## config.mk

```make
export PLATFORM = sky130hd
export DESIGN_NAME = cscm_serial_ctrl
export DESIGN_NICKNAME = d
export VERILOG_FILES = /design/src/shared/cscm_pkg.sv /design/src/rtl/cscm_serial_ctrl.sv
export SDC_FILE = /design/constraint.sdc
export NUM_CORES = 1
export LEC_CHECK = 0
export ABC_CLOCK_PERIOD_IN_PS = 23700
export BUFFER_PORTS_ARGS = -buffer_cell sky130_fd_sc_hd__buf_2
export CORE_ASPECT_RATIO = 1.1
export CORE_MARGIN = 4
export CORE_UTILIZATION = 46
export DETAILED_ROUTE_END_ITERATION = 8
export GPL_TIMING_DRIVEN = 0
export PLACE_DENSITY = 0.7
export SKIP_LAST_GASP = 1
export SYNTH_ARGS = -nofsm -noshare
export SYNTH_HDL_FRONTEND = slang
export SYNTH_SLANG_ARGS = --single-unit
```

## constraint.sdc

```tcl
create_clock -name clk -period 23.7 [get_ports clk]
set_input_delay 3.555 -clock clk [delete_from_list [all_inputs] [get_ports clk]]
set_output_delay 3.555 -clock clk [all_outputs]
set_load 0.05 [all_outputs]
```

## src/shared/cscm_pkg.sv

```systemverilog
// Functional notes
// - Bypass input bypasses canceller, clears coefficients
// - Nonlinear-off input disables nonlinear processor per channel
// - Freeze input holds coefficients, stops adaptation
// - Law-off input skips law conversion
// - Clear-mode input acts as bypass plus law-off
// - Flex input applies the software-selected function
// - Inputs active high; low means no effect
// - Bypass monitor: 1 canceller off, 0 on
// - Nonlinear monitor: 1 disabled, 0 active
// - Hold monitor: 1 coefficients frozen
// - Clear monitor: 1 coefficients being reset
// - Flex report A uses select bits 7:4
// - Flex report B uses select bits 3:0
// - Streams carry 32 channels, one bit each
// - Report choices: idle, tones, double talk, silence
// - Law monitor: 1 conversion disabled
// - Clear-mode monitor equals bypass and law-off
package cscm_pkg;

	// ----------------------------------------------------------------
	// Frame geometry
	// ----------------------------------------------------------------
	localparam int          CHAN_COUNT = 32;
	localparam int          CHAN_W     = 5;
	localparam logic [4:0]  CHAN_FIRST = 5'h00;
	localparam logic [4:0]  CHAN_LAST  = 5'h1F;
	localparam logic [4:0]  CHAN_STEP  = 5'h01;

	// ----------------------------------------------------------------
	// Register map (byte offsets)
	// ----------------------------------------------------------------
	localparam int          ADDR_W           = 8;
	localparam logic [7:0]  REG_INPUT_MASK   = 8'h00;
	localparam logic [7:0]  REG_FLEX_CTRL    = 8'h04;
	localparam logic [7:0]  REG_FLEX_REPORT  = 8'h08;
	localparam logic [7:0]  REG_IRQ_STATUS   = 8'h0C;
	localparam logic [7:0]  REG_IRQ_MASK     = 8'h10;
	localparam logic [7:0]  REG_BYPASS_STATE = 8'h14;
	localparam logic [7:0]  REG_CLEAR_STATE  = 8'h18;
	localparam logic [7:0]  REG_FRAME_STATUS = 8'h1C;

	// Input mask bit positions, reset value
	localparam int          MASK_BYPASS   = 0;
	localparam int          MASK_NONLIN   = 1;
	localparam int          MASK_HOLD     = 2;
	localparam int          MASK_LAW      = 3;
	localparam int          MASK_CLEAR    = 4;
	localparam int          MASK_FLEX     = 5;
	localparam int          MASK_W        = 6;
	localparam logic [5:0]  MASK_RESET    = 6'h00;

	// Interrupt bit positions
	localparam int          IRQ_FRAME     = 0;
	localparam int          IRQ_BYPASS    = 1;
	localparam int          IRQ_FLEX_A    = 2;
	localparam int          IRQ_FLEX_B    = 3;
	localparam int          IRQ_SYNC_LOST = 4;
	localparam int          IRQ_W         = 5;
	localparam logic [4:0]  IRQ_RESET     = 5'h00;

	// Frame status field positions
	localparam int          FST_LOCKED    = 8;

	// ----------------------------------------------------------------
	// Flex function and report codes
	// ----------------------------------------------------------------
	localparam logic [3:0]  FLEX_CTRL_RESET   = 4'h0;
	localparam logic [7:0]  FLEX_REPORT_RESET = 8'h00;
	localparam int          SEL_A_HI = 7;
	localparam int          SEL_A_LO = 4;
	localparam int          SEL_B_HI = 3;
	localparam int          SEL_B_LO = 0;

	localparam logic [3:0]  FCTL_NONE       = 4'h0;
	localparam logic [3:0]  FCTL_BYPASS     = 4'h1;
	localparam logic [3:0]  FCTL_NONLIN_OFF = 4'h2;
	localparam logic [3:0]  FCTL_HOLD       = 4'h3;
	localparam logic [3:0]  FCTL_LAW_OFF    = 4'h4;
	localparam logic [3:0]  FCTL_COEF_CLEAR = 4'h5;
	localparam logic [3:0]  FCTL_CLEAR_MODE = 4'h6;

	localparam logic [3:0]  FREP_NONE        = 4'h0;
	localparam logic [3:0]  FREP_IDLE        = 4'h1;
	localparam logic [3:0]  FREP_TONE_2010   = 4'h2;
	localparam logic [3:0]  FREP_TONE_2100   = 4'h3;
	localparam logic [3:0]  FREP_TONE_2100PR = 4'h4;
	localparam logic [3:0]  FREP_DOUBLE_TALK = 4'h5;
	localparam logic [3:0]  FREP_NO_SPEECH   = 4'h6;
	localparam logic [3:0]  FREP_ANY_2100    = 4'h7;

	// ----------------------------------------------------------------
	// Carriers
	// ----------------------------------------------------------------
	typedef logic [CHAN_COUNT-1:0] cscm_vec_type;

	typedef struct packed {
		logic chan_bypass_in;
		logic chan_nonlinear_off_in;
		logic chan_coef_hold_in;
		logic chan_law_conv_off_in;
		logic chan_clear_mode_in;
		logic chan_flex_ctrl_in;
	} cscm_serial_in_type;

	typedef struct packed {
		logic bypass_state_out;
		logic nonlinear_off_state_out;
		logic coef_hold_state_out;
		logic coef_clear_state_out;
		logic flex_report_a_out;
		logic flex_report_b_out;
		logic law_conv_off_state_out;
		logic clear_mode_state_out;
	} cscm_serial_out_type;

	// Per-channel requests made by the speech control of the core
	typedef struct packed {
		cscm_vec_type bypass;
		cscm_vec_type nonlin_off;
		cscm_vec_type hold;
		cscm_vec_type coef_clear;
	} cscm_core_req_type;

	// Per-channel detector results from the core
	typedef struct packed {
		cscm_vec_type idle;
		cscm_vec_type tone_2010;
		cscm_vec_type tone_2100;
		cscm_vec_type tone_2100_pr;
		cscm_vec_type double_talk;
		cscm_vec_type no_speech;
	} cscm_detect_type;

	// Per-channel commands to the canceller core
	typedef struct packed {
		cscm_vec_type bypass;
		cscm_vec_type nonlin_off;
		cscm_vec_type hold;
		cscm_vec_type law_off;
		cscm_vec_type coef_clear;
		cscm_vec_type speech_reset;
	} cscm_chan_ctl_type;

	typedef enum logic [0:0] {
		CSCM_HUNT,
		CSCM_RUN
	} cscm_frame_type;

endpackage : cscm_pkg

```

## src/rtl/cscm_serial_ctrl.sv

```systemverilog
`timescale 1ns/100ps
module cscm_serial_ctrl
	import cscm_pkg::*;
(
	// Clock, reset, enable
	input  wire logic                clk,
	input  wire logic                rst_n,
	input  wire logic                clk_en,
	// Highway timing (same clock domain)
	input  wire logic                bit_strobe,
	input  wire logic                frame_sync,
	// Serial control pins
	input  wire cscm_serial_in_type  serial_in,
	// Serial monitor pins
	output cscm_serial_out_type      serial_out,
	// Core side
	input  wire cscm_core_req_type   core_req,
	input  wire cscm_detect_type     detect,
	output cscm_chan_ctl_type        chan_ctl,
	// Register port
	input  wire logic [ADDR_W-1:0]   reg_addr,
	input  wire logic [31:0]         reg_wdata,
	input  wire logic                reg_write,
	input  wire logic                reg_read,
	output logic      [31:0]         reg_rdata,
	// Interrupt
	output logic                     irq
);

	// ----------------------------------------------------------------
	// Reset release and pin synchronisers
	// ----------------------------------------------------------------
	logic               rst_meta_n;
	logic               rst_sync_n;
	cscm_serial_in_type pin_meta;
	cscm_serial_in_type pin_sync;

	always_ff @(posedge clk or negedge rst_n) begin
		if (!rst_n) begin
			rst_meta_n <= 1'b0;
			rst_sync_n <= 1'b0;
		end else begin
			rst_meta_n <= 1'b1;
			rst_sync_n <= rst_meta_n;
		end
	end

	always_ff @(posedge clk or negedge rst_sync_n) begin
		if (!rst_sync_n) begin
			pin_meta <= '0;
			pin_sync <= '0;
		end else if (clk_en) begin
			pin_meta <= serial_in;
			pin_sync <= pin_meta;
		end
	end

	// ----------------------------------------------------------------
	// Registers
	// ----------------------------------------------------------------
	logic [MASK_W-1:0] input_mask;
	logic [3:0]        flex_ctrl_select;
	logic [7:0]        flex_report_select;
	logic [IRQ_W-1:0]  irq_status;
	logic [IRQ_W-1:0]  irq_mask;

	always_ff @(posedge clk or negedge rst_sync_n) begin
		if (!rst_sync_n) begin
			input_mask         <= MASK_RESET;
			flex_ctrl_select   <= FLEX_CTRL_RESET;
			flex_report_select <= FLEX_REPORT_RESET;
			irq_mask           <= IRQ_RESET;
		end else if (clk_en && reg_write) begin
			case (reg_addr)
				REG_INPUT_MASK:  input_mask         <= reg_wdata[MASK_W-1:0];
				REG_FLEX_CTRL:   flex_ctrl_select   <= reg_wdata[3:0];
				REG_FLEX_REPORT: flex_report_select <= reg_wdata[7:0];
				REG_IRQ_MASK:    irq_mask           <= reg_wdata[IRQ_W-1:0];
				default: ;
			endcase
		end
	end

	// ----------------------------------------------------------------
	// Frame tracking
	// ----------------------------------------------------------------
	cscm_frame_type      frame_state;
	cscm_frame_type      next_frame_state;
	logic [CHAN_W-1:0]   chan;
	logic [CHAN_W-1:0]   next_chan;
	logic                slot_take;
	logic                sync_lost;

	// Channel n is bit n after the sync pulse
	always_comb begin
		next_frame_state = frame_state;
		next_chan        = chan;
		slot_take        = 1'b0;
		sync_lost        = 1'b0;
		case (frame_state)
			CSCM_HUNT: begin
				if (bit_strobe && frame_sync) begin
					next_frame_state = CSCM_RUN;
					next_chan        = CHAN_FIRST;
					slot_take        = 1'b1;
				end
			end
			CSCM_RUN: begin
				if (bit_strobe) begin
					if (frame_sync) begin
						next_chan = CHAN_FIRST;
						slot_take = 1'b1;
					end else if (chan == CHAN_LAST) begin
						// Frame overran 32 slots: stop driving, wait for sync
						next_frame_state = CSCM_HUNT;
						sync_lost        = 1'b1;
					end else begin
						next_chan = chan + CHAN_STEP;
						slot_take = 1'b1;
					end
				end
			end
			default: begin
				next_frame_state = CSCM_HUNT;
			end
		endcase
	end

	always_ff @(posedge clk or negedge rst_sync_n) begin
		if (!rst_sync_n) begin
			frame_state <= CSCM_HUNT;
			chan        <= CHAN_FIRST;
		end else if (clk_en) begin
			frame_state <= next_frame_state;
			chan        <= next_chan;
		end
	end

	// ----------------------------------------------------------------
	// Per-channel capture of serial controls
	// ----------------------------------------------------------------
	cscm_vec_type ext_bypass;
	cscm_vec_type ext_nonlin;
	cscm_vec_type ext_hold;
	cscm_vec_type ext_law;
	cscm_vec_type ext_clear;
	cscm_vec_type ext_flex;

	// A masked input reads as low, and low has no effect
	always_ff @(posedge clk or negedge rst_sync_n) begin
		if (!rst_sync_n) begin
			ext_bypass <= '0;
			ext_nonlin <= '0;
			ext_hold   <= '0;
			ext_law    <= '0;
			ext_clear  <= '0;
			ext_flex   <= '0;
		end else if (clk_en && slot_take) begin
			ext_bypass[next_chan] <= pin_sync.chan_bypass_in
				& ~input_mask[MASK_BYPASS];
			ext_nonlin[next_chan] <= pin_sync.chan_nonlinear_off_in
				& ~input_mask[MASK_NONLIN];
			ext_hold[next_chan]   <= pin_sync.chan_coef_hold_in
				& ~input_mask[MASK_HOLD];
			ext_law[next_chan]    <= pin_sync.chan_law_conv_off_in
				& ~input_mask[MASK_LAW];
			ext_clear[next_chan]  <= pin_sync.chan_clear_mode_in
				& ~input_mask[MASK_CLEAR];
			ext_flex[next_chan]   <= pin_sync.chan_flex_ctrl_in
				& ~input_mask[MASK_FLEX];
		end
	end

	// ----------------------------------------------------------------
	// Effective per-channel state
	// ----------------------------------------------------------------
	function automatic cscm_vec_type flex_pick(input logic [3:0] sel, input logic [3:0] code,
		input cscm_vec_type flex);
		flex_pick = (sel == code) ? flex : '0;
	endfunction : flex_pick

	cscm_vec_type req_bypass;
	cscm_vec_type req_law;
	cscm_vec_type eff_bypass;
	cscm_vec_type eff_nonlin;
	cscm_vec_type eff_hold;
	cscm_vec_type eff_law;
	cscm_vec_type eff_clear;

	always_comb begin
		// Clear mode behaves as bypass plus law-off
		req_bypass = ext_bypass | ext_clear
			| flex_pick(flex_ctrl_select, FCTL_BYPASS, ext_flex)
			| flex_pick(flex_ctrl_select, FCTL_CLEAR_MODE, ext_flex);
		req_law    = ext_law | ext_clear
			| flex_pick(flex_ctrl_select, FCTL_LAW_OFF, ext_flex)
			| flex_pick(flex_ctrl_select, FCTL_CLEAR_MODE, ext_flex);
		eff_bypass = req_bypass | core_req.bypass;
		// A bypassed channel also skips the nonlinear processor
		eff_nonlin = ext_nonlin | core_req.nonlin_off | eff_bypass
			| flex_pick(flex_ctrl_select, FCTL_NONLIN_OFF, ext_flex);
		eff_hold   = ext_hold | core_req.hold
			| flex_pick(flex_ctrl_select, FCTL_HOLD, ext_flex);
		eff_law    = req_law;
		eff_clear  = req_bypass | core_req.coef_clear
			| flex_pick(flex_ctrl_select, FCTL_COEF_CLEAR, ext_flex);
	end

	always_ff @(posedge clk or negedge rst_sync_n) begin
		if (!rst_sync_n) begin
			chan_ctl <= '0;
		end else if (clk_en) begin
			chan_ctl.bypass       <= eff_bypass;
			chan_ctl.nonlin_off   <= eff_nonlin;
			chan_ctl.hold         <= eff_hold;
			chan_ctl.law_off      <= eff_law;
			chan_ctl.coef_clear   <= eff_clear;
			chan_ctl.speech_reset <= req_bypass;
		end
	end

	// ----------------------------------------------------------------
	// Detector selection for flex reports
	// ----------------------------------------------------------------
	function automatic cscm_vec_type report_pick(input logic [3:0] sel,
		input cscm_detect_type det);
		case (sel)
			FREP_IDLE:        report_pick = det.idle;
			FREP_TONE_2010:   report_pick = det.tone_2010;
			FREP_TONE_2100:   report_pick = det.tone_2100;
			FREP_TONE_2100PR: report_pick = det.tone_2100_pr;
			FREP_DOUBLE_TALK: report_pick = det.double_talk;
			FREP_NO_SPEECH:   report_pick = det.no_speech;
			FREP_ANY_2100:    report_pick = det.tone_2100 | det.tone_2100_pr;
			default:          report_pick = '0;
		endcase
	endfunction : report_pick

	cscm_vec_type rep_a;
	cscm_vec_type rep_b;

	always_comb begin
		rep_a = report_pick(flex_report_select[SEL_A_HI:SEL_A_LO], detect);
		rep_b = report_pick(flex_report_select[SEL_B_HI:SEL_B_LO], detect);
	end

	// ----------------------------------------------------------------
	// Monitor streams
	// ----------------------------------------------------------------
	// Each bit stands for one whole slot; low while hunting for sync
	always_ff @(posedge clk or negedge rst_sync_n) begin
		if (!rst_sync_n) begin
			serial_out <= '0;
		end else if (clk_en) begin
			if (slot_take) begin
				serial_out.bypass_state_out        <= eff_bypass[next_chan];
				serial_out.nonlinear_off_state_out <= eff_nonlin[next_chan];
				serial_out.coef_hold_state_out     <= eff_hold[next_chan];
				serial_out.coef_clear_state_out    <= eff_clear[next_chan];
				serial_out.flex_report_a_out       <= rep_a[next_chan];
				serial_out.flex_report_b_out       <= rep_b[next_chan];
				serial_out.law_conv_off_state_out  <= eff_law[next_chan];
				serial_out.clear_mode_state_out    <= eff_bypass[next_chan]
					& eff_law[next_chan];
			end else if (sync_lost) begin
				serial_out <= '0;
			end
		end
	end

	// ----------------------------------------------------------------
	// Interrupts
	// ----------------------------------------------------------------
	cscm_vec_type     bypass_seen;
	logic [IRQ_W-1:0] irq_set;
	logic [IRQ_W-1:0] irq_clr;

	always_comb begin
		irq_set                = '0;
		irq_set[IRQ_FRAME]     = slot_take && next_chan == CHAN_LAST;
		irq_set[IRQ_BYPASS]    = bypass_seen != eff_bypass;
		irq_set[IRQ_FLEX_A]    = slot_take && rep_a[next_chan];
		irq_set[IRQ_FLEX_B]    = slot_take && rep_b[next_chan];
		irq_set[IRQ_SYNC_LOST] = sync_lost;
		irq_clr                = (reg_write && reg_addr == REG_IRQ_STATUS)
			? reg_wdata[IRQ_W-1:0] : '0;
	end

	// A set in the same cycle as its clear is kept
	always_ff @(posedge clk or negedge rst_sync_n) begin
		if (!rst_sync_n) begin
			irq_status  <= IRQ_RESET;
			bypass_seen <= '0;
		end else if (clk_en) begin
			irq_status  <= (irq_status & ~irq_clr) | irq_set;
			bypass_seen <= eff_bypass;
		end
	end

	always_ff @(posedge clk or negedge rst_sync_n) begin
		if (!rst_sync_n) begin
			irq <= 1'b0;
		end else if (clk_en) begin
			irq <= |(((irq_status & ~irq_clr) | irq_set) & irq_mask);
		end
	end

	// ----------------------------------------------------------------
	// Read port
	// ----------------------------------------------------------------
	logic [31:0] next_rdata;

	always_comb begin
		next_rdata = '0;
		case (reg_addr)
			REG_INPUT_MASK:   next_rdata[MASK_W-1:0] = input_mask;
			REG_FLEX_CTRL:    next_rdata[3:0]        = flex_ctrl_select;
			REG_FLEX_REPORT:  next_rdata[7:0]        = flex_report_select;
			REG_IRQ_STATUS:   next_rdata[IRQ_W-1:0]  = irq_status;
			REG_IRQ_MASK:     next_rdata[IRQ_W-1:0]  = irq_mask;
			REG_BYPASS_STATE: next_rdata             = eff_bypass;
			REG_CLEAR_STATE:  next_rdata             = eff_bypass & eff_law;
			REG_FRAME_STATUS: begin
				next_rdata[CHAN_W-1:0] = chan;
				next_rdata[FST_LOCKED] = frame_state == CSCM_RUN;
			end
			default:          next_rdata = '0;
		endcase
	end

	// Data stand only in the cycle after the read strobe
	always_ff @(posedge clk or negedge rst_sync_n) begin
		if (!rst_sync_n) begin
			reg_rdata <= '0;
		end else if (clk_en) begin
			reg_rdata <= reg_read ? next_rdata : '0;
		end
	end

endmodule : cscm_serial_ctrl

```

## Yosys cells after proc, flatten, opt, wreduce, memory -nomap -nowiden

Index checks and enable logic that the tools add are counted.

| storage, ports and cells | value |
|---|---|
| bits in registers | 473 |
| output and inout bits | 233 |
| logic and storage cells | 182 |

| cells by class | value |
|---|---|
| add/sub/neg operators | 1 |
| $lt $le $gt $ge | 2 |
| eq/ne operators | 30 |
| multiplexer cells | 56 |
| bitwise logic cells | 34 |
| reductions and logical operators | 16 |

Operators by type and width:

| kind | count |
|---|---|
| bitwise OR 32 bit | 15 |
| case mux 32 bit (7 select lines) | 2 |
| two-way mux 32 bit | 7 |
| bitwise mux 32 bit | 6 |
| case mux 23 bit (2 select lines) | 1 |
| == test 4 x 3 -> 1 bit (second input constant) | 11 |
| binary-select mux 1 bit (select 5 bit) | 7 |
| bitwise AND 32 bit | 1 |
| == test 8 x 5 -> 1 bit (second input constant) | 4 |
| != test 32 bit | 1 |
| case mux 4 bit (8 select lines) | 1 |
| two-way mux 5 bit | 5 |
| == test 4 x 2 -> 1 bit (second input constant) | 6 |
| two-way mux 1 bit | 17 |
| == test 8 x 4 -> 1 bit (second input constant) | 2 |
| two-way mux 8 bit | 2 |
| == test 4 x 1 -> 1 bit (second input constant) | 3 |
| bitwise AND 5 bit | 2 |
| == test 5 bit (second input constant) | 2 |
| case mux 5 bit (2 select lines) | 1 |
| AND reduction 2 bit | 5 |
| == test 8 x 3 -> 1 bit (second input constant) | 1 |
| logical AND 1 bit | 8 |
| logical NOT 8 bit | 1 |
| other kinds (15) | 28 |

## Logic depth before layout (Yosys ltp)

| logic depth | value |
|---|---|
| word-level depth | 11 |
| depth in mapped cells | 13 |

## Worst setup path before layout

OpenSTA, ideal clock, no wires.

| path | value |
|---|---|
| path kind | input to register |
| start point | input bit_strobe |
| end point | register serial_out[2] (netlist bit) |
| arrival time | 5.771 ns |
| slack | 17.808 ns |
| cell stages on the path | 12 |
| buffers on the path | 3 |
| path through | buf_4 > and2_1 > clkbuf_1 > a2111oi_0 > a31oi_1 > clkbuf_1 > nor3_1 > a21oi_1 > a31oi_1 > nand3_1 > and3_1 > a22o_1 |

| between the ends | value |
|---|---|
| longest elaborated chain between the ends | 6 |

RTL lines:

| element | line | source |
|---|---|---|
| from (decl) | cscm_serial_ctrl.sv:10 | `input wire logic bit_strobe,` |
| logical AND 1 bit | cscm_serial_ctrl.sv:102 | `if (bit_strobe && frame_sync) begin` |
| two-way mux 5 bit | cscm_serial_ctrl.sv:102 |  |
| case mux 5 bit (2 select lines) | cscm_serial_ctrl.sv:100 | `case (frame_state)` |
| binary-select mux 1 bit (select 5 bit) | cscm_serial_ctrl.sv:261 | `serial_out.flex_report_b_out <= rep_b[next_chan];` |
| two-way mux 1 bit (not written as such) | cscm_serial_ctrl.sv:261 |  |
| two-way mux 8 bit | cscm_serial_ctrl.sv:255 | `if (slot_take) begin` |
| to (decl) | cscm_serial_ctrl.sv:15 | `output cscm_serial_out_type serial_out,` |

Parallel ways exist; a longest one is shown, timed or not. The select of a mux whose other input is x is not followed.
A chain may end at the register's enable or synchronous reset.

## Final worst setup path

| path | value |
|---|---|
| start point | input frame_sync |
| end point | register irq |

| between the ends | value |
|---|---|
| longest elaborated chain between the ends | 9 |

RTL lines:

| element | line | source |
|---|---|---|
| from (decl) | cscm_serial_ctrl.sv:11 | `input wire logic frame_sync,` |
| two-way mux 5 bit or logical AND 1 bit (tied branches) | cscm_serial_ctrl.sv:110, cscm_serial_ctrl.sv:102 |  |
| two-way mux 5 bit, on equally long branches | cscm_serial_ctrl.sv:109, cscm_serial_ctrl.sv:102 |  |
| case mux 5 bit (2 select lines) | cscm_serial_ctrl.sv:100 |  |
| binary-select mux 1 bit (select 5 bit), on equally long branches | cscm_serial_ctrl.sv:282, cscm_serial_ctrl.sv:283 |  |
| two-way mux 1 bit, on equally long branches | cscm_serial_ctrl.sv:282, cscm_serial_ctrl.sv:283 |  |
| logical AND 1 bit, on equally long branches | cscm_serial_ctrl.sv:282, cscm_serial_ctrl.sv:283 |  |
| bitwise OR 5 bit * | cscm_serial_ctrl.sv:304 | `irq <= \|(((irq_status & ~irq_clr) \| irq_set) & irq_mask);` |
| bitwise AND 5 bit * | cscm_serial_ctrl.sv:304 |  |
| OR reduction 5 bit * | cscm_serial_ctrl.sv:304 |  |
| to (signal assigned) | cscm_serial_ctrl.sv:304 |  |
| to (decl) | cscm_serial_ctrl.sv:27 | `output logic irq` |

Mark *: on every way between the ends. The rest lies on a longest branch, timed or not. The select of a mux whose other input is x is not followed.

==> run metrics <==
Yosys cell types=a little over 80; pre-CTS WS=15.69 ns; Slew @ Worst Pin=1.644 ns; sequential-to-total area share from yosys stat=0.4590; DP Wirelength=around 120000 um; clock-pin slew on the worst setup and hold paths=0.07 ns; share of flip-flops with an asynchronous set or reset=1.000; Die X=about 230 um; gr ovfl total=0; WP data required=roughly 24 ns; routed len/inst=about 38 um; Initial Utilization=0.4673; drt drc=0; fraction of layout cells with a size suffix above 1=0.3100; CTS H-tree lvls=2; CTS Hold Bufs=0; Core Area=approximately 55000 sq um; hold slack=0.3590 ns; kind of critical path=input pin to flop; Port Buffers=between 500 and 600; post-layout minimum cycle time=7.890 ns; Post-synth EDFFs=0; via count=28344; dpl cell area=roughly 30000 sq um; I/O Pins=~610; DRT Pass-1 Iters=6; clock root cell=clkbuf_16; Ys Warns=0; largest net degree at the start of global routing=a little over 70; setup repair bufs after CTS=0; most common cell after layout, fill and taps aside=buf_2; Syn Nets=2914; initial antenna violation count=16; Clock Sink Count=about 470; PwrDens=roughly 82 nW/um^2; Final WS setup=about 16 ns; final antenna-violating net count=0; WL final=151800 um; status=finished, violations left; ratio of final minimum period to clock period=0.3329; Slew Viols, Final=40; Slew Limit Headroom=-0.09588; Layout Skew=0.01697 ns; RSZ-0062 raised after global routing=false; Detailed Route Iter0 Violations=4199; Die Ht=256.3 um; #FFs+latches synth=between 400 and 500; first-pass GRT wire length=between 200000 and 250000 um; LEAKAGE=between 10 and 15 nW; most frequent cells in the layout=buf_2, dfrtp_1, a21oi_1; Row Count=90; Crit Path Max Fanout=10; nets=about 3600; setup TNS=0 ns; Die Footprint=between 50000 and 60000 sq um; Top FF cell, synth=dfrtp_1; endpoints failing setup=0; vias in the first global route=between 20000 and 30000; Via density=roughly 7.2; cells after synthesis=between 2000 and 3000; maximum vdd drop=0.07408 mV; P&R area growth vs syn=21.88%; Crit. End Element=flop; Fmax=roughly 130 MHz; design area=31430 sq um; failing checks=max-capacitance violations, max-slew violations; Syn Std Cell Area=between 20000 and 30000 sq um; Startpoint Class=input pin; Synth Area per Inst=10.15 sq um; Clock Tree Buf Depth=3; CTS tree=built; CTS buffer count=between 40 and 50; Final Hold Vio Count=0; number of gates resized after CTS=0; Global Route Usage Sum=0.4880; GPL Wtd Cong=between 1 and 1.5; max_cap viols=5; Hold Path Class=flop to flop; clock latency on the worst-skew pair=approximately 0.58 ns; WP data arrival=~8.4 ns
## power by group
group | leakage (nW) | switching (mW) | internal [mW]
sequential | 5.99 | 0.0968 | 0.901
clock | 0.733 | 0.331 | 0.427
combinational | 6.88 | 0.618 | 0.219
total | 13.6 | 1.05 | 1.55
## flip-flops by register name, summed over array words and instances (netlist names), 6 cells and up
signal              cells
ext_flex               32
reg_rdata              32
pin_meta                6
ext_hold               32
pin_sync                6
serial_out              8
ext_bypass             32
ext_clear              32
chan_ctl              192
flex_report_select      8
ext_nonlin             32
ext_law                32
input_mask              6
## metrics by stage
step | instances | utilization | power, mW
global route | 3953 | 0.5693 | 2.631
detailed placement | 3868 | 0.5420 | 1.800
finish | 3959 | 0.5696 | 2.593
CTS | 3946 | 0.5690 | 2.542
global placement | 3854 | 0.5364 | 1.784
floorplan | 2540 | - | 1.451
## critical path, cell delays in order
cell and delay [ns]:
buf_2 0.17, and2_1 0.14, clkbuf_1 0.41, nor4_1 0.13
nor2_1 0.98, clkbuf_1 1.27, a21oi_1 0.14, a2111oi_0 0.90
o21ai_0 0.16, and4_1 0.22, o21ai_0 0.16, a31oi_1 0.09
## Yosys cell counts (32+ instances only)
| library cell | count | area, sq um |
|---|---|---|
| nand3_1 | 44 | 220.2 |
| a2111oi_0 | 58 | 508.0 |
| a211oi_1 | 93 | 698.2 |
| inv_1 | 50 | 187.7 |
| o22ai_1 | 37 | 231.5 |
| mux2i_1 | 45 | 450.4 |
| a22oi_1 | 103 | 773.2 |
| nand2_1 | 93 | 349.1 |
| a21oi_1 | 263 | 1316 |
| a22o_1 | 32 | 280.3 |
| dfrtp_1 | 473 | 11840 |
| o21ai_0 | 77 | 385.4 |
| clkbuf_1 | 146 | 548.0 |
| mux2_2 | 242 | 2725 |
| nor2_1 | 260 | 975.9 |
## metal layers
layer | GRT usage | up-vias | wire (um)
li1 | - | 10995 | -
met5 | 0 | - | 18
met1 | 0.5529 | 13583 | 48640
met3 | 0.1470 | 887 | 19690
met2 | 0.7379 | 2877 | 65420
met4 | 0.4355 | 2 | 18000
## path summary, 6_finish.rpt
check,startpoint,to,slack (ns),cells after the start
hold reg to reg,rst_meta_n$_DFF_PN0_,rst_sync_n$_DFF_PN0_,0.36,0
max in group asynchronous,rst_n,rst_sync_n$_DFF_PN0_,20.84,1
setup reg to reg,chan[1]$_DFFE_PN0P_,irq$_DFFE_PN0P_,18.26,12
min in group asynchronous,rst_sync_n$_DFF_PN0_,ext_law[21]$_DFFE_PN0P_,0.46,0
hold / removal,rst_meta_n$_DFF_PN0_,rst_sync_n$_DFF_PN0_,0.36,0
setup / recovery,frame_sync,irq$_DFFE_PN0P_,15.81,12
## cells by family (layout without fill, tap and decap cells)
kind of cell,after synthesis,in the layout,share of synthesized area
multiplexers,288,288,0.1240
AO/OA/AOI/OAI,894,894,0.2518
AND/OR/NAND/NOR,600,600,0.1131
other,1,14,0.0001454
buffers and inverters,250,920,0.04022
flip-flops,473,473,0.4590
adder cells (fa/ha/maj),1,1,0.0004851
XOR/XNOR,33,33,0.01121
## layout make-up
type                    count  area (sq um)
multi-input cells        1817         12950
fillers                  4832         23750
plain buffers             199         845.8
well taps                 736         920.9
flip-flops and latches    473         11840
clock inverters            22         285.3
diodes                     13         32.53
repair buffers            592          3153
clock buffers              56          1205
inverters                  51         191.4
(Power assumes the default switching activity.)
